$ cat src/miv_pkg.sv
// miv_pkg: constants, types and vector layout for the maskable interrupt vectoring block
// assumes a single clock domain; all control bits arrive as plain ports from the core side
// Notes on behaviour
// uart1 tx/nack vector 19, rx/ack 20
// timer a0..a4 vectors 21..25 from 0x54
// timer b0..b2 vectors 26..28 from 0x68
// external lines 0..2 vectors 29..31 from 0x74
// vectors 32..63 reserved for software interrupts
// global enable never blocks software interrupts
// vector offsets are relative to base register
// select bits 7/6 route shared collision slots
// software sets select b bit7 for line5
// select b bit6 picks serial3 or line4
// software clears select a bit2 for can
// select a bit1 picks adc or key
// i2c mode uses nack/ack as tx/rx source
// collision slot: home-bus collision or i2c start/stop
// gating by enable, threshold and level field
// pending flag set on source request
// writing 0 clears pending; 1 ignored
// software edits control only when source idle
// software zeroes level of lines 3..5 narrow bus
// both-edge selection needs falling polarity
// serial3 slot keeps polarity at zero
// accept when enabled, pending, level above threshold
// level 000 disables, 001..111 rising priority
// pending cleared when request accepted
// threshold 111 blocks every maskable source
// fetch address equals base plus four times vector
package miv_pkg;
   localparam int          MIV_NSRC      = 32;
   localparam int          MIV_NW        = 6;
   localparam int          MIV_AW        = 20;
   localparam logic [2:0]  MIV_LVL_OFF   = 3'h0;
   localparam logic [2:0]  MIV_IPL_BLOCK = 3'h7;
   localparam logic [5:0]  MIV_SW_FIRST  = 6'h20;
   localparam logic [11:0] MIV_OFS_UART1_TX = 12'h04c;
   localparam logic [11:0] MIV_OFS_TA0    = 12'h054;
   localparam logic [11:0] MIV_OFS_TB0    = 12'h068;
   localparam logic [11:0] MIV_OFS_LINE0  = 12'h074;
   localparam logic [11:0] MIV_OFS_SW     = 12'h080;
   // vector numbers of sources in the table
   localparam logic [4:0]  MIV_V_B4_COL  = 5'h06;
   localparam logic [4:0]  MIV_V_B3_COL  = 5'h07;
   localparam logic [4:0]  MIV_V_LINE5   = 5'h08;
   localparam logic [4:0]  MIV_V_S3_L4   = 5'h09;
   localparam logic [4:0]  MIV_V_ADC_KEY = 5'h0e;
   localparam logic [4:0]  MIV_V_UART1_TX = 5'h13;
   localparam logic [4:0]  MIV_V_UART1_RX = 5'h14;
   localparam logic [4:0]  MIV_V_TA0     = 5'h15;
   localparam logic [4:0]  MIV_V_TB0     = 5'h1a;
   localparam logic [4:0]  MIV_V_LINE0   = 5'h1d;
   // select register bit positions
   localparam int MIV_SA_SERIAL3 = 0;
   localparam int MIV_SA_ADC_KEY = 1;
   localparam int MIV_SA_CAN     = 2;
   localparam int MIV_SA_B3      = 6;
   localparam int MIV_SA_B4      = 7;
   localparam int MIV_SB_S3_L4   = 6;
   localparam int MIV_SB_LINE5   = 7;

   typedef struct packed {
      logic [2:0] level;
      logic       edge_sense;
   } miv_ctrl_t;

   typedef struct packed {
      logic [5:0]  vector;
      logic [2:0]  level;
      logic [19:0] address;
   } miv_grant_t;

   typedef struct packed {
      logic uart1_tx;
      logic uart1_nack;
      logic uart1_rx;
      logic uart1_ack;
      logic uart1_i2c;
      logic uart1_home_bus;
      logic uart1_collision;
      logic uart1_startstop;
      logic uart0_i2c;
      logic uart0_home_bus;
      logic uart0_collision;
      logic uart0_startstop;
      logic timer_b3;
      logic timer_b4;
      logic serial3;
      logic line4;
      logic line5;
      logic adc_done;
      logic key_in;
   } miv_src_t;
endpackage : miv_pkg

$ cat src/miv_pending.sv
// miv_pending: one pending flag per slot
// assumes requests are single-cycle pulses synchronous to clk
`timescale 1ns/1ps
`default_nettype none
module miv_pending
   import miv_pkg::*;
#(
   parameter int N = MIV_NSRC
)(
   input  wire logic         clk,
   input  wire logic         rst,
   input  wire logic [N-1:0] set_req,
   input  wire logic [N-1:0] sw_clear,
   input  wire logic [N-1:0] ack_clear,
   output var  logic [N-1:0] pend_r
);
   logic [N-1:0] pend_nxt;
   // a request in the clearing cycle survives: set beats clear
   assign pend_nxt = set_req | (pend_r & ~sw_clear & ~ack_clear);
   always_ff @(posedge clk or posedge rst)
   begin
      if (rst)
         pend_r <= '0;
      else
         pend_r <= pend_nxt;
   end
endmodule : miv_pending
`default_nettype wire

$ cat src/miv_top.sv
// miv_top: routes sources onto vector slots, gates them and presents one grant to the core
// assumes the core pulses accept when it branches to the presented vector
`timescale 1ns/1ps
`default_nettype none
module miv_top
   import miv_pkg::*;
#(
   parameter int N = MIV_NSRC
)(
   input  wire logic              clk,
   input  wire logic              rst,
   input  wire logic [MIV_AW-1:0] vector_base_register,
   input  wire logic [7:0]        source_select_reg_a,
   input  wire logic [7:0]        source_select_reg_b,
   input  wire logic              global_enable,
   input  wire logic [2:0]        cpu_priority_threshold,
   input  wire miv_ctrl_t [N-1:0] ctrl,
   input  wire logic [N-1:0]      periph_req,
   input  wire miv_src_t          src,
   input  wire logic [N-1:0]      pend_write_zero,
   input  wire logic              sw_int,
   input  wire logic [5:0]        sw_vector,
   input  wire logic              accept,
   output logic                   irq_r,
   output miv_grant_t             grant_r,
   output logic                   sw_valid_r,
   output logic [MIV_AW-1:0]      sw_address_r,
   output logic [N-1:0]           request_pending_flag
);
   wire logic select_b4_or_uart1_collision = source_select_reg_a[MIV_SA_B4];
   wire logic select_b3_or_uart0_collision = source_select_reg_a[MIV_SA_B3];
   wire logic adc_or_key_select            = source_select_reg_a[MIV_SA_ADC_KEY];
   wire logic serial3_slot_enable          = source_select_reg_a[MIV_SA_SERIAL3];
   wire logic select_serial3_or_line4      = source_select_reg_b[MIV_SB_S3_L4];
   wire logic select_line5_slot            = source_select_reg_b[MIV_SB_LINE5];

   // fetch address relative to the base register, four bytes per slot
   function automatic logic [MIV_AW-1:0] vec_addr(input logic [MIV_AW-1:0] base,
                                                  input logic [5:0] num);
      vec_addr = base + {{(MIV_AW-8){1'b0}}, num, 2'b00};
   endfunction : vec_addr

   // collision slot event, chosen by serial mode
   function automatic logic coll_evt(input logic i2c, input logic hb,
                                     input logic col, input logic ss);
      coll_evt = i2c ? ss : (hb & col);
   endfunction : coll_evt

   wire logic uart1_tx_evt = src.uart1_i2c ? src.uart1_nack : src.uart1_tx;
   wire logic uart1_rx_evt = src.uart1_i2c ? src.uart1_ack : src.uart1_rx;
   wire logic u1_col = coll_evt(src.uart1_i2c, src.uart1_home_bus,
                                src.uart1_collision, src.uart1_startstop);
   wire logic u0_col = coll_evt(src.uart0_i2c, src.uart0_home_bus,
                                src.uart0_collision, src.uart0_startstop);
   wire logic slot_b4 = select_b4_or_uart1_collision ? u1_col : src.timer_b4;
   wire logic slot_b3 = select_b3_or_uart0_collision ? u0_col : src.timer_b3;
   // line5 shares its slot only when software selects it
   wire logic slot_l5 = select_line5_slot & src.line5;
   // serial3 needs its slot enable as well as the selection
   wire logic slot_s3 = select_serial3_or_line4 ? src.line4
                                                : (serial3_slot_enable & src.serial3);
   wire logic slot_ak = adc_or_key_select ? src.key_in : src.adc_done;

   logic [N-1:0] req_vec;
   always_comb
   begin
      req_vec = periph_req;
      req_vec[MIV_V_B4_COL]   = slot_b4;
      req_vec[MIV_V_B3_COL]   = slot_b3;
      req_vec[MIV_V_LINE5]    = slot_l5;
      req_vec[MIV_V_S3_L4]    = slot_s3;
      req_vec[MIV_V_ADC_KEY]  = slot_ak;
      req_vec[MIV_V_UART1_TX] = uart1_tx_evt;
      req_vec[MIV_V_UART1_RX] = uart1_rx_evt;
   end

   logic [N-1:0] ack_vec;
   logic [N-1:0] pend;

   miv_pending #(.N(N)) u_pend (
      .clk       (clk),
      .rst       (rst),
      .set_req   (req_vec),
      .sw_clear  (pend_write_zero),
      .ack_clear (ack_vec),
      .pend_r    (pend)
   );

   // eligible sources: pending, level nonzero and above threshold
   logic [N-1:0] elig;
   genvar g;
   generate
      for (g = 0; g < N; g++)
      begin : g_elig
         assign elig[g] = pend[g] && (ctrl[g].level != MIV_LVL_OFF)
                          && (ctrl[g].level > cpu_priority_threshold);
      end
   endgenerate

   // highest level wins; among equals the lower vector number
   // balanced comparison tree: depth grows with log2 of the slot count, not with the count
   // heap layout: node k has children 2k+1 (lower vectors) and 2k+2; N must be a power of two
   localparam int NODES = 2 * N - 1;
   wire logic [NODES-1:0] node_ok;
   wire logic [2:0]       node_lvl [NODES];
   wire logic [4:0]       node_idx [NODES];
   generate
      for (g = 0; g < N; g++)
      begin : g_leaf
         assign node_ok[N-1+g]  = elig[g];
         assign node_lvl[N-1+g] = ctrl[g].level;
         assign node_idx[N-1+g] = 5'(g);
      end
      for (g = 0; g < N - 1; g++)
      begin : g_node
         // the upper half wins only on a strictly higher level, so ties go to the lower vector
         wire logic upper_wins = node_ok[2*g+2]
                                 && (!node_ok[2*g+1] || node_lvl[2*g+2] > node_lvl[2*g+1]);
         assign node_ok[g]  = node_ok[2*g+1] | node_ok[2*g+2];
         assign node_lvl[g] = upper_wins ? node_lvl[2*g+2] : node_lvl[2*g+1];
         assign node_idx[g] = upper_wins ? node_idx[2*g+2] : node_idx[2*g+1];
      end
   endgenerate

   wire logic       any_elig = node_ok[0];
   wire logic [2:0] best_lvl = any_elig ? node_lvl[0] : MIV_LVL_OFF;
   wire logic [4:0] best_idx = any_elig ? node_idx[0] : 5'h00;

   // threshold 111 blocks all maskables since no level exceeds it; enable gates maskables only
   wire logic ipl_open   = cpu_priority_threshold != MIV_IPL_BLOCK;
   wire logic irq_nxt    = global_enable & ipl_open & any_elig;
   wire logic take       = irq_r & accept;
   wire logic [5:0] gvec = {1'b0, grant_r.vector[4:0]};

   // accept clears only the presented slot
   always_comb
   begin
      ack_vec = '0;
      if (take)
         ack_vec[grant_r.vector[4:0]] = 1'b1;
   end

   miv_grant_t grant_nxt;
   always_comb
   begin
      grant_nxt.vector  = {1'b0, best_idx};
      grant_nxt.level   = best_lvl;
      grant_nxt.address = vec_addr(vector_base_register, {1'b0, best_idx});
   end

   // software interrupts bypass enable and level gating
   wire logic sw_ok = sw_int & (sw_vector >= MIV_SW_FIRST);
   wire logic [MIV_AW-1:0] sw_addr_nxt = vec_addr(vector_base_register, sw_vector);

   // drop the request the cycle after acceptance so a stale grant is not retaken
   always_ff @(posedge clk or posedge rst)
   begin
      if (rst)
         irq_r <= 1'b0;
      else
         irq_r <= irq_nxt & ~take;
   end

   always_ff @(posedge clk or posedge rst)
   begin
      if (rst)
         grant_r <= '0;
      else
         grant_r <= grant_nxt;
   end

   always_ff @(posedge clk or posedge rst)
   begin
      if (rst)
         sw_valid_r <= 1'b0;
      else
         sw_valid_r <= sw_ok;
   end

   always_ff @(posedge clk or posedge rst)
   begin
      if (rst)
         sw_address_r <= '0;
      else
         sw_address_r <= sw_addr_nxt;
   end

   assign request_pending_flag = pend;
   wire logic unused_ok = ^{gvec, ctrl[0].edge_sense};
endmodule : miv_top
`default_nettype wire

$ cat config.mk
export PLATFORM = sky130hd
export DESIGN_NAME = miv_top
export DESIGN_NICKNAME = d
export VERILOG_FILES = /design/src/miv_pkg.sv /design/src/miv_pending.sv /design/src/miv_top.sv
export SDC_FILE = /design/constraint.sdc
export NUM_CORES = 1
export LEC_CHECK = 0
export BUFFER_PORTS_ARGS = -buffer_cell sky130_fd_sc_hd__buf_2
export CORE_UTILIZATION = 45
export DETAILED_ROUTE_END_ITERATION = 6
export PLACE_DENSITY = 0.78
export SYNTH_ARGS = -nofsm -noshare
export SYNTH_HDL_FRONTEND = slang
export SYNTH_SLANG_ARGS = --single-unit
export TNS_END_PERCENT = 100
$ cat constraint.sdc
create_clock -name clk -period 19.3 [get_ports clk]
set_input_delay 1.93 -clock clk [delete_from_list [all_inputs] [get_ports clk]]
set_output_delay 1.93 -clock clk [all_outputs]
set_load 0.01 [all_outputs]
# == Word level (Yosys, flattened, before mapping) ==
# Cells that the tools add are included.
# totals
ff_bits,82
elab_cells,387
# op_classes
n_addsub,2
order_cmp,66
eq_ne,1
muxes,75
n_bitwise,46
reduce_logical,190
# op_table
operator,count
3-bit greater-than comparator,63
1-bit logical AND,96
3-bit 2-to-1 mux,32
3-bit nonzero test,32
5-bit 2-to-1 mux,16
32-bit AND,2
32-bit NOT,2
32-bit 2-to-1 mux,1
32-bit bitwise OR,1
1-bit zero test,31
1-bit logical OR,31
1-bit bitwise OR,31
1-bit 2-to-1 mux,25
20-bit by 7-bit adder with 20-bit output,1
20-bit by 8-bit adder with 20-bit output,1
1-bit AND,9
6-bit >= comparator (second input constant),1
5-bit by 6-bit < comparator with 1-bit output (second input constant),1
1-bit demux with 5-bit select,1
5-bit by 1-bit >= comparator with 1-bit output (second input constant),1
3-bit inequality test (second input constant),1
1-bit NOT,1

# == Depth between registers and ports, before layout ==
# Gate-level depths: netlist (run 1).
# depth
depth_word,25
mapped_depth,57
mapped_depth_nobuf,56

# == Modules after synthesis ==
# Synthesis (run 1) repeated with hierarchy kept, for this count alone.
# unflattened
cells_unflattened,1209
area_unflattened_um2,10103.4
# by_module_without_submodules
mod,n_inst,cells_per_inst,area_per_inst_um2,seq_area_each_um2
miv_top,1,1112,8938.6,1201.2
miv_pending,1,97,1164.9,800.8

# == Worst setup path before layout (run 1) ==
# Ideal clock, no wire load.
# synth_timing
path_type,in2reg
from,input port cpu_priority_threshold[2]
to,register grant_r[16] (netlist name)
setup_time_ps,123
arrival_ps,10560
setup_slack_ps,8617
stages,47
path_buffers,0
cell_sequence,inv_1 -> ha_1 -> nand3_1 -> o311ai_0 -> a21oi_1 -> a21bo_2 -> mux2i_1 -> inv_1 -> ha_1 -> nor2b_1 -> o21ai_0 -> maj3_1 -> a21oi_4 -> mux2i_1 -> inv_1 -> ha_1 -> a21o_1 -> a21oi_1 -> [... 11 more ...] -> a21o_1 -> a21oi_1 -> a31oi_1 -> o22ai_1 -> inv_1 -> a31o_1 -> nor4_1 -> ha_1 -> inv_1 -> fa_1 -> inv_1 -> a21oi_1 -> o21bai_1 -> a21o_1 -> nand2_1 -> nor2_1 -> nand2_1 -> xnor2_1
# synth_lines
item,line,text
start: declaration,miv_top.sv:16,"input wire logic [2:0] cpu_priority_threshold,"
end signal: assignment,miv_top.sv:169,grant_r <= grant_nxt;
end: declaration,miv_top.sv:25,"output miv_grant_t grant_r,"

==> summary.md, run 1 <==
| Metric | Value |
|---|---|
| Status | `complete, no violations` |
| Switching fraction of total power | `47.54%` |
| Post-Place Cells | `1765` |
| Post-Syn Instances | `1190` |
| Max-slew violation count | `0` |
| Root Buffer | `clkbuf_16` |
| Num CTS Buffers | `9` |
| Clock Skew | `0.01317 ns` |
| Worst-path clk slew | `0.07 ns` |
| Final setup violating endpoints | `0` |
| Sequential share of the synthesized area | `20.07%` |
| Port Buf Inserts | `293` |
| CTS max path bufs | `2` |
| Rows | `54` |
| Worst Setup Slack post-DPL | `6.342 ns` |
| Synth top area cells | `ha_1 (24%), dfrtp_1 (20%), inv_1 (6.5%)` |
| Critical Path AT | `12.80 ns` |
| Syn_area_per_cell | `8.384 um^2` |
| Leakage power total | `6.355 nW` |
| Comb pwr share | `66.3%` |
| Gr usage total | `26.63%` |
| Largest net degree at the start of global routing | `81` |
| Post-placement cell area | `11830 um^2` |
| Post-Syn Area | `9977 um^2` |
| First-pass GRT wire length | `47.35 mm` |
| Clk sinks | `80` |
| Crit share post-route | `65.18%` |
| Power share of the sequential group | `18.8%` |
| CP Class | `input port to register` |
| Area occupied by multi-input gates | `7301 um^2` |
| Post-CTS Hold Buffers | `0` |
| Wirelength per Cell | `16.91 um` |
| Routed via count | `9917` |
| CP Capture Type | `register` |
| Synth Register Bits | `80` |
| Fin crit period | `12.58 ns` |
| Resize count post-CTS | `0` |
| Initial antenna violation count | `2` |
| P_int | `0.6464 mW` |
| Ratio of cells with drive above 1 in the final layout | `26.18%` |
| Placed wire-length estimate | `24.49 mm` |
| Crit-path most repeated cell | `inv_1` |
| Clk_lat worst skew | `0.35 ns` |
| Filler cells | `2048` |
| Die Y | `150.9 um` |
| Clock power share | `14.9%` |
| Synth area leader | `ha_1` |
| Layout area overhead | `21.57%` |
| Final instance area | `12130 um^2` |
| Layout Cells excl Fill | `1782` |
| Fmax | `79.49 MHz` |
| Critical Path RT | `19.52 ns` |
| DRT iter0 DRCs | `408` |
| Detailed Routing Iterations Pass 1 | `5` |
| Ports | `344` |
| Final #Nets | `1949` |
| Worst setup margin | `6.720 ns` |
| RSZ-0062 raised after global routing | `false` |
| Post-route ant nets | `0` |
| Unique masters post-synth | `82` |
| Max_cap viols | `0` |
| Maximum vdd drop | `0.0001314 V` |
| Avg Vias per Cell | `5.565` |
| Slowest cell on the critical path | `nor4_1` |
| DRC viols | `0` |
| Total gr overflow | `0` |
| Max-slew headroom | `26.03%` |
| Crit-path max FO | `32` |
| Primary FF master, synth | `dfrtp_1` |
| FFs w/ async S/R, synth | `100.0%` |
| Worst hold-check path type | `register to register` |
| Worst stage delay on the critical path | `0.65 ns` |
| Register area | `2002 um^2` |
| Vias in the first global route | `9721` |
| H-tree depth | `3` |
| Final wirelength | `30.13 mm` |
| Post-CTS Setup Bufs | `0` |
| Sw power | `0.5857 mW` |
| Post-synth EDFFs | `0` |
| TritonCTS clock tree | `yes` |
| Crit path launch type | `input port` |
| RePlAce Congestion | `0.9064` |
| Setup TNS | `0 ns` |
| Initial Util | `45.86%` |
| Most common cell after layout, fill and taps aside | `buf_2` |
| Core area | `21760 um^2` |
| Die area | `22770 um^2` |
| Pwr dens | `101.6 nW/um^2` |
| DIE WIDTH | `150.9 um` |
| Share of the synthesized area in the top cell type | `23.83%` |
| Final hold violations | `0` |
| Syn Nets | `1643` |
| Synth warn | `0` |
| Slew @ Worst Pin | `1.110 ns` |
| Commonest cells after routing, fill and taps aside | `buf_2 (293), ha_1 (190), inv_1 (172), nand2_1 (85), dfrtp_1 (80)` |
final timing paths:
| check | cells after the start | from | slack [ns] | to |
|---|---|---|---|---|
| worst max-delay path | 48 | cpu_priority_threshold[2] | 6.72 | grant_r[14] |
| min in group asynchronous | 3 | rst | 1.91 | sw_valid_r |
| worst min register to register | 1 | u_pend.pend_r[25] | 0.54 | u_pend.pend_r[25] |
| max in group asynchronous | 3 | rst | 16.66 | irq_r |
| worst min-delay path | 1 | u_pend.pend_r[25] | 0.54 | u_pend.pend_r[25] |
| worst max register to register | 45 | u_pend.pend_r[12] | 8.90 | grant_r[14] |
critical path, delay by kind of cell:
kind,cells,cell delay [ns]
adders and majority gates,8,2.62
and+or+nand+nor,6,1.27
buffers and inverters,9,1.30
muxes,4,1.25
AOI/OAI and AO/OA,20,4.24
xor gates and xnor gates,1,0.14
state kept, by name (all words and copies together), names as in the netlist:
signal         flops
sw_valid_r         1
irq_r              1
sw_address_r      20
u_pend.pend_r     32
grant_r           26
synth_stat cells, drive strengths merged (4+ instances only):
| library cell | number |
|---|---|
| mux2i | 42 |
| xor2 | 16 |
| mux2 | 17 |
| o21bai | 11 |
| a31o | 28 |
| and2 | 6 |
| nor4 | 4 |
| nor3b | 4 |
| ha | 190 |
| o311ai | 21 |
| a211oi | 9 |
| maj3 | 5 |
| o311a | 4 |
| and3 | 6 |
| a21bo | 5 |
| a32oi | 5 |
| or2 | 10 |
| o211ai | 7 |
| o31a | 4 |
| nand3 | 43 |
| buf | 4 |
| nor2b | 49 |
| nor3 | 9 |
| inv | 173 |
| o22ai | 5 |
| a21oi | 63 |
| nor2 | 65 |
| o21a | 31 |
| dfrtp | 80 |
| o31ai | 12 |
| a21o | 19 |
| xnor2 | 16 |
| o21ai | 72 |
| nand2 | 85 |
| nand3b | 6 |
| a31oi | 20 |
power by group through the flow:
stage	logic (mW)	clock network (mW)	registers (mW)
5_1_grt	0.917	0.194	0.235
3_5_place_dp	0.810	0	0.235
3_3_place_gp	0.785	0	0.234
4_1_cts	0.813	0.187	0.232
6_report	0.817	0.183	0.232
2_1_floorplan	0.563	0	0.244
through the flow:
stage	util, %	hold slack [ns]	power [mW]
after floorplan	-	0.5466	0.8067
after global placement	54.38	0.5159	1.019
after detailed placement	54.38	0.5228	1.045
after CTS	55.74	0.5391	1.233
after global routing	55.75	0.5516	1.346
final	55.75	0.5391	1.232
area by class of cell:
cell class / instances / share of cell area, %
antenna: 1 / 0.02063
clock buffer: 10 / 1.888
clock inverter: 6 / 0.5570
inverter: 173 / 5.364
multi-input combinational: 931 / 60.19
sequential: 80 / 16.51
tap: 280 / 2.888
timing repair buffer: 301 / 12.59
metal layers:
metal  global-route usage [%]  vias to the layer above  routed length (um)
met5                        0                        -                  10
met4                    9.400                        2                 941
met3                    5.542                       57                1973
met2                    46.74                      311               14240
met1                    31.94                     4628               12970
li1                         -                     4919                   -
logic make-up after synthesis:
logic type,count (synthesis),share of synthesized area (%)
xor gates and xnor gates,32,2.809
adders and majority gates,197,24.76
AOI/OAI and AO/OA,347,24.92
muxes,59,6.208
and+or+nand+nor,295,14.35
DFF,80,20.07
other,1,0.03759
buffers and inverters,179,6.860
(Power assumes the default switching activity.)
==> run 2, diff against run 1 <==
Settings changed: ABC_AREA set to 1, PLACE_DENSITY 0.78 to 0.77.
Clock period 19.3 ns to 12.63 ns, I/O delays scaled along.
==> summary.md, run 2 <==
| Metric | Value |
|---|---|
| Gr usage total | `25.69% (-0.94 points)` |
| RSZ-0062 raised after global routing | `false` |
| Count leader, synth | `nand2_1` |
| Placed wire-length estimate | `24.97 mm (+1.9%)` |
| Worst setup margin | `2.120 ns (-4.600 ns)` |
| Die area | `23630 um^2 (+3.8%)` |
| Power share of the sequential group | `15.0% (-3.8 points)` |
| Setup TNS | `0 ns (unchanged)` |
| Rows | `55 (+1.9%)` |
| DIE WIDTH | `153.7 um (+1.9%)` |
| Core area | `22570 um^2 (+3.7%)` |
| Largest net degree at the start of global routing | `62 (-23%)` |
| Filler cells | `2172 (+6.1%)` |
| Initial Util | `45.89% (about the same)` |
| Clock Skew | `0.01346 ns (+0.0002906 ns)` |
| Switching fraction of total power | `53.46% (+5.9 points)` |
| Final hold violations | `0 (unchanged)` |
| First-pass GRT wire length | `49.08 mm (+3.6%)` |
| Largest registers | `u_pend.pend_r x32, grant_r x26, sw_address_r x20` |
| Critical Path AT | `10.76 ns (-2.04 ns)` |
| Syn Nets | `1921 (+17%)` |
| Root Buffer | `clkbuf_16` |
| Clk sinks | `80 (unchanged)` |
| Ratio of cells with drive above 1 in the final layout | `23.48% (-2.7 points)` |
| Vias in the first global route | `10610 (+9.2%)` |
| Syn_area_per_cell | `7.055 um^2 (-16%)` |
| Fin crit period | `10.51 ns` |
| DRT iter0 DRCs | `465 (+14%)` |
| Worst-path clk slew | `0.07 ns (about the same)` |
| Crit share post-route | `83.21%` |
| Post-CTS Hold Buffers | `0 (unchanged)` |
| Layout area overhead | `20.58%` |
| Final core occ | `55.33% (-0.42 points)` |
| Sw power | `1.296 mW (+120%)` |
| Synth area leader | `ha_1` |
| Crit-path max FO | `14 (-56%)` |
| Share of the synthesized area in the top cell type | `22.95% (-0.88 points)` |
| Final wirelength | `30.07 mm (-0.19%)` |
| CP Capture Type | `register` |
| Worst stage delay on the critical path | `0.55 ns (-0.10 ns)` |
| Die Y | `153.7 um (+1.9%)` |
| Worst hold-check path type | `register to register` |
| Num CTS Buffers | `9 (unchanged)` |
| Post-route ant nets | `0 (unchanged)` |
| Sequential share of the synthesized area | `19.33% (-0.74 points)` |
| Status | `complete, no violations` |
| Commonest cells after routing, fill and taps aside | `nand2_1 (324), buf_2 (293), inv_1 (200), ha_1 (190), nand3_1 (134)` |
| Top reg by flops | `u_pend.pend_r` |
| Comb pwr share | `72.9% (+6.6 points)` |
| Crit-path most repeated cell | `nand2_1` |
| Worst Setup Slack post-DPL | `1.865 ns (-4.476 ns)` |
| Final setup violating endpoints | `0 (unchanged)` |
| Maximum vdd drop | `0.0001913 V (+46%)` |
| Synth Register Bits | `80 (unchanged)` |
| Hold Path Stages | `2 (+1)` |
| Slew @ Worst Pin | `0.8292 ns (-0.2804 ns)` |
| Routed via count | `10830 (+9.2%)` |
| Fmax | `95.15 MHz` |
| Avg Vias per Cell | `5.253 (-5.6%)` |
| CTS max path bufs | `2 (unchanged)` |
| Synth warn | `0 (unchanged)` |
| Synth top area cells | `ha_1 (23%), dfrtp_1 (19%), nand2_1 (12%)` |
| Post-Syn Area | `10360 um^2 (+3.8%)` |
| Critical Path RT | `12.88 ns (-6.64 ns)` |
| Ports | `344 (unchanged)` |
| DRC viols | `0 (unchanged)` |
| TritonCTS clock tree | `yes` |
| P_int | `1.128 mW (+75%)` |
| Synth top cells by count | `nand2_1 (324), inv_1 (201), ha_1 (190)` |
| CP Class | `input port to register` |
| Total gr overflow | `0 (unchanged)` |
| Post-synth EDFFs | `0 (unchanged)` |
| Max-slew headroom | `44.72% (+19 points)` |
| Max-slew violation count | `0 (unchanged)` |
| Diodes inserted | `0 (-1)` |
| Slowest cell on the critical path | `inv_1` |
| Post-placement cell area | `12180 um^2 (+2.9%)` |
| Post-CTS Setup Bufs | `0 (unchanged)` |
| RePlAce Congestion | `0.9048 (-0.18%)` |
| H-tree depth | `3 (unchanged)` |
| FFs w/ async S/R, synth | `100.0% (unchanged)` |
| Resize count post-CTS | `0 (unchanged)` |
| Final instance area | `12490 um^2 (+3.0%)` |
| Largest register FFs | `32 (unchanged)` |
| Most common cell after layout, fill and taps aside | `nand2_1` |
| Detailed Routing Iterations Pass 1 | `5 (unchanged)` |
| Clk_lat worst skew | `0.36 ns (about the same)` |
| Pwr dens | `194.1 nW/um^2 (+91%)` |
| Max_cap viols | `0 (unchanged)` |
| Initial antenna violation count | `0 (-2)` |
| Final #Nets | `2224 (+14%)` |
| Leakage power total | `7.032 nW (+11%)` |
| Reg2reg path depth | `51 (+13%)` |
| Crit path launch type | `input port` |
| Clock power share | `12.1% (-2.8 points)` |
| Port Buf Inserts | `293 (unchanged)` |
| Post-Syn Instances | `1468 (+23%)` |
| Wirelength per Cell | `14.59 um (-14%)` |
| Primary FF master, synth | `dfrtp_1` |
| WHS | `0.5549 ns (+0.01573 ns)` |
| Unique masters post-synth | `50 (-39%)` |
-- run 2: cell types whose count changed in the layout (fill, tap and decap cells not counted), sizes merged, moves of 41 or more --
cell and change:
nand3 +97, nor2 +62, inv +49, nand2 +273, nor2b -49, mux2i -41
-- run 2: power groups by stage --
stage          clock network [mW]  logic [mW]  registers, mW
2_1_floorplan                   0        1.25          0.387
3_3_place_gp                    0        1.71          0.365
3_5_place_dp                    0        1.76          0.367
4_1_cts                     0.300        1.77          0.363
5_1_grt                     0.308        2.00          0.368
6_report                    0.293        1.77          0.363
-- run 2: cell type report --
type	count	area (um^2)	area share, %
Sequential cell	80	2002	16.03
Timing Repair Buffer	299	1511	12.10
Clock buffer	9	225.2	1.803
Tap cell	285	356.6	2.855
Clock inverter	7	86.33	0.6912
Multi-Input combinational cell	1161	7481	59.90
Inverter	220	827.0	6.622
-- run 2: stage by stage --
stage | std cells | power, mW
detailed placement | 2045 | 2.123
floorplan | 1468 | 1.633
finish | 2061 | 2.424
global route | 2061 | 2.672
global placement | 2045 | 2.070
CTS | 2061 | 2.436
-- run 2: cells by family (layout without fill, tap and decap cells) --
group	Yosys count	count (layout)	share of synthesized area, %
simple gates	691	691	31.07
compound gates	244	244	14.98
buf+inv	227	535	8.444
fa+ha+maj	192	192	23.34
flops	80	80	19.33
xor+xnor	32	32	2.706
other cells	1	1	0.03621
mux	1	1	0.09665
-- run 2: worst max-delay path: cells and delay by family --
family	cells	cell delay, ns
compound gates	15	2.34
xor+xnor	1	0.16
fa+ha+maj	6	1.91
buf+inv	6	1.08
simple gates	28	3.98
-- run 2: final timing paths --
kind,start,end,slack (ns)
setup / recovery,cpu_priority_threshold[1],grant_r[15],2.12
hold / removal,u_pend.pend_r[31],u_pend.pend_r[31],0.55
setup reg to reg,u_pend.pend_r[13],grant_r[15],3.70
hold reg to reg,u_pend.pend_r[31],u_pend.pend_r[31],0.55
max in group asynchronous,rst,u_pend.pend_r[29],10.58
min in group asynchronous,rst,u_pend.pend_r[9],0.87
-- run 2: layer usage --
metal / global-route usage [%] / share of wire (%) / up-vias
li1: - / - / 5509
met1: 30.54 / 43 / 4961
met2: 46.86 / 49 / 293
met3: 3.269 / 4.7 / 63
met4: 9.714 / 2.8 / 0
met5: 0 / 0 / -
